**src/design/cic_consts.svh**
```systemverilog
/*
 * Constants of the cascaded interrupt controller: level numbers,
 * vector bases, pin count and pin positions.
 * Assumes it is included by bare name wherever the values are needed.
 */
`ifndef CIC_CONSTS_SVH
`define CIC_CONSTS_SVH

// Vector bases of the two controllers (plain defaults, overridable)
`define CIC_PRI_VEC_BASE 8'h08
`define CIC_SEC_VEC_BASE 8'h70

// Cascade level on the primary and the level reported when nothing wins
`define CIC_CASCADE_LEVEL 3'h2
`define CIC_SPURIOUS_LEVEL 3'h7

// Number of synchronised input pins and their positions
`define CIC_NPIN 14
`define CIC_PIN_TIMER 0
`define CIC_PIN_KBD 1
`define CIC_PIN_SER_A 2
`define CIC_PIN_SER_B 3
`define CIC_PIN_FLOPPY 4
`define CIC_PIN_LPT1 5
`define CIC_PIN_RTC 6
`define CIC_PIN_LAN 7
`define CIC_PIN_SPARE11 8
`define CIC_PIN_MOUSE 9
`define CIC_PIN_FPU 10
`define CIC_PIN_HD0 11
`define CIC_PIN_HD1 12
`define CIC_PIN_SWAP 13

`endif

```
**src/design/cic_pkg.sv**
```systemverilog
/*
 * Types of the cascaded interrupt controller.
 * Assumes cic_consts.svh is on the include path.
 */
`include "cic_consts.svh"
package cic_pkg;

	// Request pins from the board peripherals
	typedef struct packed {
		logic timer_out; // System timer output
		logic kbd_obf; // Keyboard output buffer full
		logic serial_a; // First serial port
		logic serial_b; // Second serial port
		logic floppy; // Floppy disk adapter
		logic lpt1; // First parallel port
		logic rtc; // Real-time clock
		logic lan; // Network adapter via PCI routing
		logic spare11; // Unassigned level 11
		logic mouse; // Pointing device
		logic fpu; // Math coprocessor
		logic hd0; // First hard disk adapter
		logic hd1; // Second hard disk adapter
	} cic_irq_pins_s;

	// Answer to the processor after an acknowledge
	typedef struct packed {
		logic valid; // One-cycle pulse
		logic [7:0] vector; // Service routine index
	} cic_vec_s;

	// State of one request arbiter
	typedef struct packed {
		logic [7:0] prev; // Request levels seen last cycle
		logic [7:0] irr; // Pending requests
		logic [7:0] isr; // Requests in service
		logic int_r; // Request toward the next stage
	} cic_arb_state_s;

	// State of the top level
	typedef struct packed {
		logic [`CIC_NPIN-1:0] sync1;
		logic [`CIC_NPIN-1:0] sync2;
		logic [`CIC_NPIN-1:0] sync3;
		logic [`CIC_NPIN-1:0] filt; // Accepted pin levels
		logic int_req; // Request to the processor
		cic_vec_s ans; // Vector answer
	} cic_top_state_s;

	// Lowest set bit, i.e. highest priority; 8 when no bit is set
	function automatic logic [3:0] cic_lowest(input logic [7:0] b);
		logic [3:0] r;
		r = 4'h8;
		for (int i = 7; i >= 0; i--) begin
			if (b[i]) begin
				r = 4'(i);
			end
		end
		return r;
	endfunction

endpackage

```
**src/design/cic_arbiter.sv**
```systemverilog
/*
 * One fixed-priority request arbiter of eight levels, level 0 highest.
 * Assumes requests are already synchronised to clock, and that ack
 * and eoi are one-cycle pulses from logic on the same clock.
 */
`timescale 1ns/1ns
`include "cic_consts.svh"
module cic_arbiter
	import cic_pkg::*;
(
	input wire logic clock,
	input wire logic rst_n,
	input wire logic [7:0] req_in,
	input wire logic ack,
	input wire logic eoi,
	output logic int_out,
	output logic [2:0] win_level,
	output logic win_valid
);

	cic_arb_state_s st_r; // Registered state
	cic_arb_state_s st_nxt; // Next state
	logic [7:0] rise; // Rising request edges
	logic [3:0] irr_top; // Best pending level
	logic [3:0] isr_top; // Best level in service
	logic [3:0] nirr_top; // Best pending level next cycle
	logic [3:0] nisr_top; // Best in-service level next cycle
	logic [7:0] isr_after_eoi; // In-service bits once eoi is applied

	////////////////////////////////////////////////////////////////////
	// Priority resolution against what is already in service
	always_comb begin
		rise = req_in & ~st_r.prev;
		irr_top = cic_lowest(st_r.irr);
		isr_top = cic_lowest(st_r.isr);
		// A pending level wins only above every level in service
		win_valid = (irr_top < isr_top);
		win_level = win_valid ? irr_top[2:0] : `CIC_SPURIOUS_LEVEL;
	end

	////////////////////////////////////////////////////////////////////
	// Next state: edge capture, acknowledge, end of interrupt
	always_comb begin
		st_nxt = st_r;
		st_nxt.prev = req_in;
		// Request must stay high until acknowledged, else it is dropped
		st_nxt.irr = (st_r.irr | rise) & req_in;
		isr_after_eoi = st_r.isr;
		if (eoi && !isr_top[3]) begin
			// Non-specific end clears the best level in service
			isr_after_eoi[isr_top[2:0]] = 1'b0;
		end
		st_nxt.isr = isr_after_eoi;
		if (ack && win_valid) begin
			// A new edge on the same level wins over the clear
			st_nxt.isr[win_level] = 1'b1;
			st_nxt.irr[win_level] = rise[win_level];
		end
		// Request out is judged on the state it will hold
		nirr_top = cic_lowest(st_nxt.irr);
		nisr_top = cic_lowest(st_nxt.isr);
		st_nxt.int_r = (nirr_top < nisr_top);
	end

	////////////////////////////////////////////////////////////////////
	// State register
	always_ff @(posedge clock) begin
		if (!rst_n) begin
			st_r <= '0;
		end else begin
			st_r <= st_nxt;
		end
	end

	assign int_out = st_r.int_r;

	////////////////////////////////////////////////////////////////////
	// Checks
	property p_ack_in_service;
		@(posedge clock) disable iff (!rst_n)
		(ack && win_valid) |=> st_r.isr[$past(win_level)];
	endproperty
	a_ack_in_service: assert property (p_ack_in_service)
		else $error("acknowledged level not in service");

	property p_int_needs_pending;
		@(posedge clock) disable iff (!rst_n)
		int_out |-> (cic_lowest(st_r.irr) < cic_lowest(st_r.isr));
	endproperty
	a_int_needs_pending: assert property (p_int_needs_pending)
		else $error("request out without a winning pending level");

	property p_edge_raises;
		@(posedge clock) disable iff (!rst_n)
		(rise[0] && !ack && st_r.isr[0] == 1'b0) |=> int_out;
	endproperty
	a_edge_raises: assert property (p_edge_raises)
		else $error("level 0 edge did not raise request");

endmodule

```
**src/design/cic_controller.sv**
```systemverilog
/*
 * Cascaded interrupt controller: a primary and a secondary arbiter,
 * pin synchronisers, level routing and the vector answer.
 * Assumes request pins are asynchronous, while intr_ack and the two
 * end-of-interrupt pulses come from processor logic on clock.
 */
`timescale 1ns/1ns
`include "cic_consts.svh"
module cic_controller
	import cic_pkg::*;
#(
	parameter logic [7:0] PRI_VEC_BASE = `CIC_PRI_VEC_BASE,
	parameter logic [7:0] SEC_VEC_BASE = `CIC_SEC_VEC_BASE
)(
	input wire logic clock,
	input wire logic rst_n,
	input cic_irq_pins_s irq_pins,
	input wire logic serial_swap,
	input wire logic intr_ack,
	input wire logic eoi_primary,
	input wire logic eoi_secondary,
	output logic int_req,
	output cic_vec_s vec_out
);

	cic_top_state_s st_r; // Registered state
	cic_top_state_s st_nxt; // Next state
	logic [`CIC_NPIN-1:0] pin_raw; // Pins packed by position
	logic [7:0] pri_req; // Primary request levels
	logic [7:0] sec_req; // Secondary request levels
	logic sec_int; // Secondary combined request
	logic pri_int; // Primary combined request
	logic [2:0] pri_level; // Primary winner
	logic pri_valid; // Primary has a winner
	logic [2:0] sec_level; // Secondary winner
	logic sec_valid; // Secondary has a winner
	logic ack_take; // Acknowledge accepted this cycle
	logic via_cascade; // Winner lies on the secondary
	logic swap; // Accepted setup swap level

	////////////////////////////////////////////////////////////////////
	// Pin packing by position
	always_comb begin
		pin_raw = '0;
		pin_raw[`CIC_PIN_TIMER] = irq_pins.timer_out;
		pin_raw[`CIC_PIN_KBD] = irq_pins.kbd_obf;
		pin_raw[`CIC_PIN_SER_A] = irq_pins.serial_a;
		pin_raw[`CIC_PIN_SER_B] = irq_pins.serial_b;
		pin_raw[`CIC_PIN_FLOPPY] = irq_pins.floppy;
		pin_raw[`CIC_PIN_LPT1] = irq_pins.lpt1;
		pin_raw[`CIC_PIN_RTC] = irq_pins.rtc;
		pin_raw[`CIC_PIN_LAN] = irq_pins.lan;
		pin_raw[`CIC_PIN_SPARE11] = irq_pins.spare11;
		pin_raw[`CIC_PIN_MOUSE] = irq_pins.mouse;
		pin_raw[`CIC_PIN_FPU] = irq_pins.fpu;
		pin_raw[`CIC_PIN_HD0] = irq_pins.hd0;
		pin_raw[`CIC_PIN_HD1] = irq_pins.hd1;
		pin_raw[`CIC_PIN_SWAP] = serial_swap;
	end

	////////////////////////////////////////////////////////////////////
	// Level routing onto the two arbiters
	always_comb begin
		swap = st_r.filt[`CIC_PIN_SWAP];
		pri_req = '0;
		sec_req = '0;
		pri_req[0] = st_r.filt[`CIC_PIN_TIMER];
		// Software may instead poll the keyboard; the line still routes
		pri_req[1] = st_r.filt[`CIC_PIN_KBD];
		pri_req[2] = sec_int;
		// Setup decides which serial port takes which level
		pri_req[3] = swap ? st_r.filt[`CIC_PIN_SER_B]
			: st_r.filt[`CIC_PIN_SER_A];
		pri_req[4] = swap ? st_r.filt[`CIC_PIN_SER_A]
			: st_r.filt[`CIC_PIN_SER_B];
		pri_req[5] = 1'b0;
		pri_req[6] = st_r.filt[`CIC_PIN_FLOPPY];
		pri_req[7] = st_r.filt[`CIC_PIN_LPT1];
		sec_req[0] = st_r.filt[`CIC_PIN_RTC];
		sec_req[1] = 1'b0;
		sec_req[2] = st_r.filt[`CIC_PIN_LAN];
		sec_req[3] = st_r.filt[`CIC_PIN_SPARE11];
		sec_req[4] = st_r.filt[`CIC_PIN_MOUSE];
		sec_req[5] = st_r.filt[`CIC_PIN_FPU];
		sec_req[6] = st_r.filt[`CIC_PIN_HD0];
		sec_req[7] = st_r.filt[`CIC_PIN_HD1];
	end

	////////////////////////////////////////////////////////////////////
	// The two arbiters in cascade
	cic_arbiter u_secondary (
		.clock(clock),
		.rst_n(rst_n),
		.req_in(sec_req),
		.ack(ack_take && via_cascade),
		.eoi(eoi_secondary),
		.int_out(sec_int),
		.win_level(sec_level),
		.win_valid(sec_valid)
	);

	cic_arbiter u_primary (
		.clock(clock),
		.rst_n(rst_n),
		.req_in(pri_req),
		.ack(ack_take),
		.eoi(eoi_primary),
		.int_out(pri_int),
		.win_level(pri_level),
		.win_valid(pri_valid)
	);

	////////////////////////////////////////////////////////////////////
	// Synchronisers, acknowledge and vector answer
	always_comb begin
		st_nxt = st_r;
		// Three stages; the first is only read by the second
		st_nxt.sync1 = pin_raw;
		st_nxt.sync2 = st_r.sync1;
		st_nxt.sync3 = st_r.sync2;
		// Accept a level only when stages two and three agree
		st_nxt.filt = (st_r.sync2 & st_r.sync3)
			| (st_r.filt & (st_r.sync2 | st_r.sync3));
		// An acknowledge with no request out is ignored
		ack_take = intr_ack && st_r.int_req;
		via_cascade = pri_valid && (pri_level == `CIC_CASCADE_LEVEL);
		st_nxt.ans.valid = ack_take;
		if (ack_take) begin
			if (via_cascade) begin
				// Secondary names the level, priority is that of level 2
				st_nxt.ans.vector = SEC_VEC_BASE
					+ {5'h00, sec_level};
			end else begin
				st_nxt.ans.vector = PRI_VEC_BASE
					+ {5'h00, pri_level};
			end
		end
		// Dropped low while the vector is answered, so the processor
		// never sees a stale request in the acknowledge cycle
		st_nxt.int_req = pri_int && !ack_take;
	end

	////////////////////////////////////////////////////////////////////
	// State register
	always_ff @(posedge clock) begin
		if (!rst_n) begin
			st_r <= '0;
		end else begin
			st_r <= st_nxt;
		end
	end

	assign int_req = st_r.int_req;
	assign vec_out = st_r.ans;

	////////////////////////////////////////////////////////////////////
	// Checks
	property p_vec_after_ack;
		@(posedge clock) disable iff (!rst_n)
		(intr_ack && int_req) |=> vec_out.valid;
	endproperty
	a_vec_after_ack: assert property (p_vec_after_ack)
		else $error("no vector after acknowledge");

	property p_vec_needs_ack;
		@(posedge clock) disable iff (!rst_n)
		vec_out.valid |-> $past(intr_ack && int_req);
	endproperty
	a_vec_needs_ack: assert property (p_vec_needs_ack)
		else $error("vector without acknowledge");

	property p_cascade_vec;
		@(posedge clock) disable iff (!rst_n)
		(ack_take && pri_valid && pri_level == 3'h2)
			|=> vec_out.vector == SEC_VEC_BASE + {5'h00, $past(sec_level)};
	endproperty
	a_cascade_vec: assert property (p_cascade_vec)
		else $error("cascade vector not from secondary");

	property p_timer_route;
		@(posedge clock) disable iff (!rst_n)
		pri_req[0] == st_r.filt[`CIC_PIN_TIMER];
	endproperty
	a_timer_route: assert property (p_timer_route)
		else $error("timer not on level 0");

	property p_cascade_route;
		@(posedge clock) disable iff (!rst_n)
		sec_int |-> ##[0:2] (pri_int || u_primary.st_r.isr != 8'h00);
	endproperty
	a_cascade_route: assert property (p_cascade_route)
		else $error("secondary request not seen on primary");

	property p_serial_swap;
		@(posedge clock) disable iff (!rst_n)
		swap |-> pri_req[3] == st_r.filt[`CIC_PIN_SER_B];
	endproperty
	a_serial_swap: assert property (p_serial_swap)
		else $error("serial swap not applied");

endmodule

```
**config.mk**
```make
export PLATFORM = sky130hd
export DESIGN_NAME = cic_controller
export DESIGN_NICKNAME = d
export VERILOG_FILES = /design/src/design/cic_pkg.sv /design/src/design/cic_arbiter.sv /design/src/design/cic_controller.sv
export VERILOG_INCLUDE_DIRS = /design/src /design/src/design
export SDC_FILE = /design/constraint.sdc
export NUM_CORES = 1
export LEC_CHECK = 0
export BUFFER_PORTS_ARGS = -buffer_cell sky130_fd_sc_hd__buf_2
export CAP_MARGIN = 10
export CORE_MARGIN = 2
export CORE_UTILIZATION = 30
export CTS_CLUSTER_DIAMETER = 80
export CTS_CLUSTER_SIZE = 14
export DETAILED_ROUTE_END_ITERATION = 8
export PLACE_DENSITY = 0.45
export SKIP_LAST_GASP = 1
export SLEW_MARGIN = 20
export SYNTH_ARGS = -nofsm -noshare
export SYNTH_HDL_FRONTEND = slang
export SYNTH_SLANG_ARGS = --single-unit
export TNS_END_PERCENT = 50
```
**constraint.sdc**
```tcl
create_clock -name clock -period 5.65 [get_ports clock]
set_input_delay 1.4125 -clock clock [delete_from_list [all_inputs] [get_ports clock]]
set_output_delay 1.4125 -clock clock [all_outputs]
set_load 0.01 [all_outputs]
```
==> results by group <==
Run status
  • Status: finished, final reports clean

Yosys
  • Area contributors post-synth: dfxtp_1, and2_1, o21ai_0
  • Yosys warns: 0
  • Synth Flop Type: dfxtp_1
  • Yosys reg bits: 111
  • Avg Cell Area, Syn: 8.72 sq um
  • Most frequent cell after synthesis: dfxtp_1
  • Cell taking the most area after synthesis: dfxtp_1
  • Fraction of registers with async set/reset: 0%
  • Synth top cells by count: dfxtp_1, and2_1, nand2_1
  • Yosys cell types: 73
  • Post-synthesis sequential area ratio: about two fifths
  • Post-synth EDFFs: 0
  • Synthesized cell area: around 5500 sq um
  • Cells after Synth: 631
  • Top cell type's share of synthesized area: 40.4%

Global route
  • Met1 Use GR: between 10% and 20%
  • Largest net degree at the start of global routing: 48
  • Vias in the first global route: 4178
  • First-pass GRT wire length: 21.5 mm
  • GR Overflow Total: 0
  • GRT met2 Usage: 20.5%
  • Initial antenna violation count: 0
  • Met3 Track Usage GR: 3.41%
  • Tot GR Track Use: 13.6%
  • GR peak layer: met2

Setup path
  • Crit path depth: 18
  • Worst R2R Start: u_primary.st_r[15]$_SDFF_PN0_
  • Crit path launch: u_primary.st_r[15]$_SDFF_PN0_
  • Cell breakdown of the critical path: nor2_1 > nor3_1 > o31ai_1 > inv_1 > ha_1 > or3_1 > a2111oi_4 > or2_1 > nand3_2 > nor4_2 > mux2i_1 > and3b_1 > ha_1 > a21oi_1 > nand2_1 > nor3_1 > o21ai_1 > a22oi_1
  • Crit start category: register
  • Critical Path Sink Type: register
  • Setup CP Type: register to register
  • Crit path largest cell delay: 0.56 ns
  • WP buf/inv: 1
  • R2R setup slack: 0.81 ns
  • Crit path capture: u_secondary.int_out$_SDFF_PN0_
  • Worst Path Max Fanout: 9
  • WP data arrival: 5.11 ns
  • Cells on worst reg2reg path: 18
  • CP required: 5.92 ns
  • Crit-path slowest cell: o31ai_1
  • Crit path max-delay family: simple AND/OR/NAND/NOR gates
  • Worst r2r dst: u_secondary.int_out$_SDFF_PN0_

Power and ir drop
  • Leakage: 2.39 nW
  • Worst vdd ir: between 0.1 and 0.15 mV
  • Power density cells: 245 nW/um^2

Final layout
  • Share of cells above drive strength 1: 11.9%
  • Area Overhead vs Synth: 10.8%
  • ANT cells: 0
  • Net count, final: ~680
  • Fin util: 33.9%

Drt
  • 1st-iter DRT viols: 260
  • Mean routed wirelength per cell: 14.7 um
  • Remaining antenna violation count after routing: 0
  • Vias after detailed routing: 4464
  • Router iterations before antenna repair: 5
  • Drt total wl: 13.0 mm
  • Vias per cell: 5.06
  • DRC: 0

Timing
  • Slew Viols, Final: 0
  • RSZ-0062 raised after global routing: false
  • Relative slew slack: between 40% and 50%
  • Post-route clock period utilization: about 86%
  • Tightest Pin Transition: 0.777 ns
  • Max Freq: 207 MHz
  • Final setup fails: 0
  • Setup total negative slack: 0 ns
  • Final hold vios: 0
  • Final min period: 4.84 ns
  • Final Skew: about 0.0066 ns
  • Worst Setup Slack, final: between 0.8 and 0.9 ns
  • Final hold slack: around 0.44 ns

Floorplanning
  • Die area: 19400 sq um
  • Row Count: 49
  • Chip Width: 139 um
  • # IOs: 29
  • Core box area: approximately 18000 sq um
  • Die Y: 139 um
  • Starting density of the core: between 30% and 40%

Placement
  • I/O Buffers: 27
  • Placer Congestion: 0.901
  • Pre-CTS setup slack: 0.858 ns
  • Detailed Place HPWL: 9.76 mm

Clocking
  • CTS Root Cell: clkbuf_16
  • Clock sinks: 111
  • CTS tree: done
  • TritonCTS Buffers: 9
  • H-Tree Depth: 3
  • Clk_lat worst skew: approximately 0.35 ns
  • Postcts setup bufs: 0
  • CTS max path bufs: 2
  • CTS resizes: 0
  • # hold bufs at CTS: 0
  • Clk slew on worst S/H paths: 0.07 ns

Flow run
  • Max-capacitance violation count: 0

Min path
  • HP Start: st_nxt[45]$_SDFF_PN0_
  • Type of the most critical hold path: register to register
## cell type report
class	count	area, sq um
clock inverter	6	50.0
clock buffer	10	229
multi-input combinational	471	3050
tap	229	287
sequential	111	2220
timing repair buffer	31	165
inverter	24	90.1
fill	1849	11900
## routing by layer
metal	vias to the layer above	share of wire [%]
met2	108	43
met3	18	4.3
met1	2089	51
met5	-	0
li1	2249	-
met4	0	1.9
## worst min-delay path by stage
stage	depth (start not counted)	endpoint
CTS	1	st_nxt[31]$_SDFF_PN0_
finish	1	st_nxt[31]$_SDFF_PN0_
floorplan	1	st_nxt[24]$_SDFF_PN0_
detailed placement	1	st_nxt[31]$_SDFF_PN0_
global route	1	st_nxt[32]$_SDFF_PN0_
global placement	1	st_nxt[33]$_SDFF_PN0_
## where the power goes
group          switching, mW  internal, mW
combinational         0.0472        0.0315
clock                  0.303         0.307
sequential           0.00684         0.797
## kinds of logic after synthesis
| kind of cell | Yosys count | share of synthesized area, % |
|---|---|---|
| AND/OR/NAND/NOR | 274 | 28.0 |
| multiplexers | 17 | 3.21 |
| other | 1 | 0.0681 |
| adder cells (fa/ha/maj) | 11 | 2.50 |
| buffers and inverters | 51 | 4.25 |
| flip-flops | 111 | 40.4 |
| AO/OA/AOI/OAI | 166 | 21.6 |
## flip-flops by register name, summed over array words and instances, names as in the netlist
signal / flops
st_nxt: 28
u_secondary.st_r: 23
u_primary.st_r: 23
u_primary.int_out: 1
sec_req: 7
vec_out: 6
int_req: 1
u_secondary.int_out: 1
pri_req: 4
st_r: 17
## layout by cell type (no fill, tap or decap), types with 7 or more instances in the layout
cell and count:
a21boi_0 18, a21oi_1 18, and2_1 78, buf_2 27, clkbuf_16 9, dfxtp_1 111
ha_1 11, inv_1 23, mux2i_1 12, nand2_1 52, nand2b_1 9, nand3_1 11
nor2_1 35, nor2b_1 31, nor3_1 13, nor4_1 7, o21a_1 11, o21ai_0 49
o31ai_1 11
## metrics by stage
step                      instance area [sq um]  instances  power, mW
after floorplan                            5510        633      0.876
after global placement                     5820        866      0.899
after detailed placement                   5820        866      0.901
after CTS                                  6100        882       1.52
after global routing                       6100        882       1.56
final                                      6100        882       1.49
Note: power is estimated with default switching activity, not from simulation.
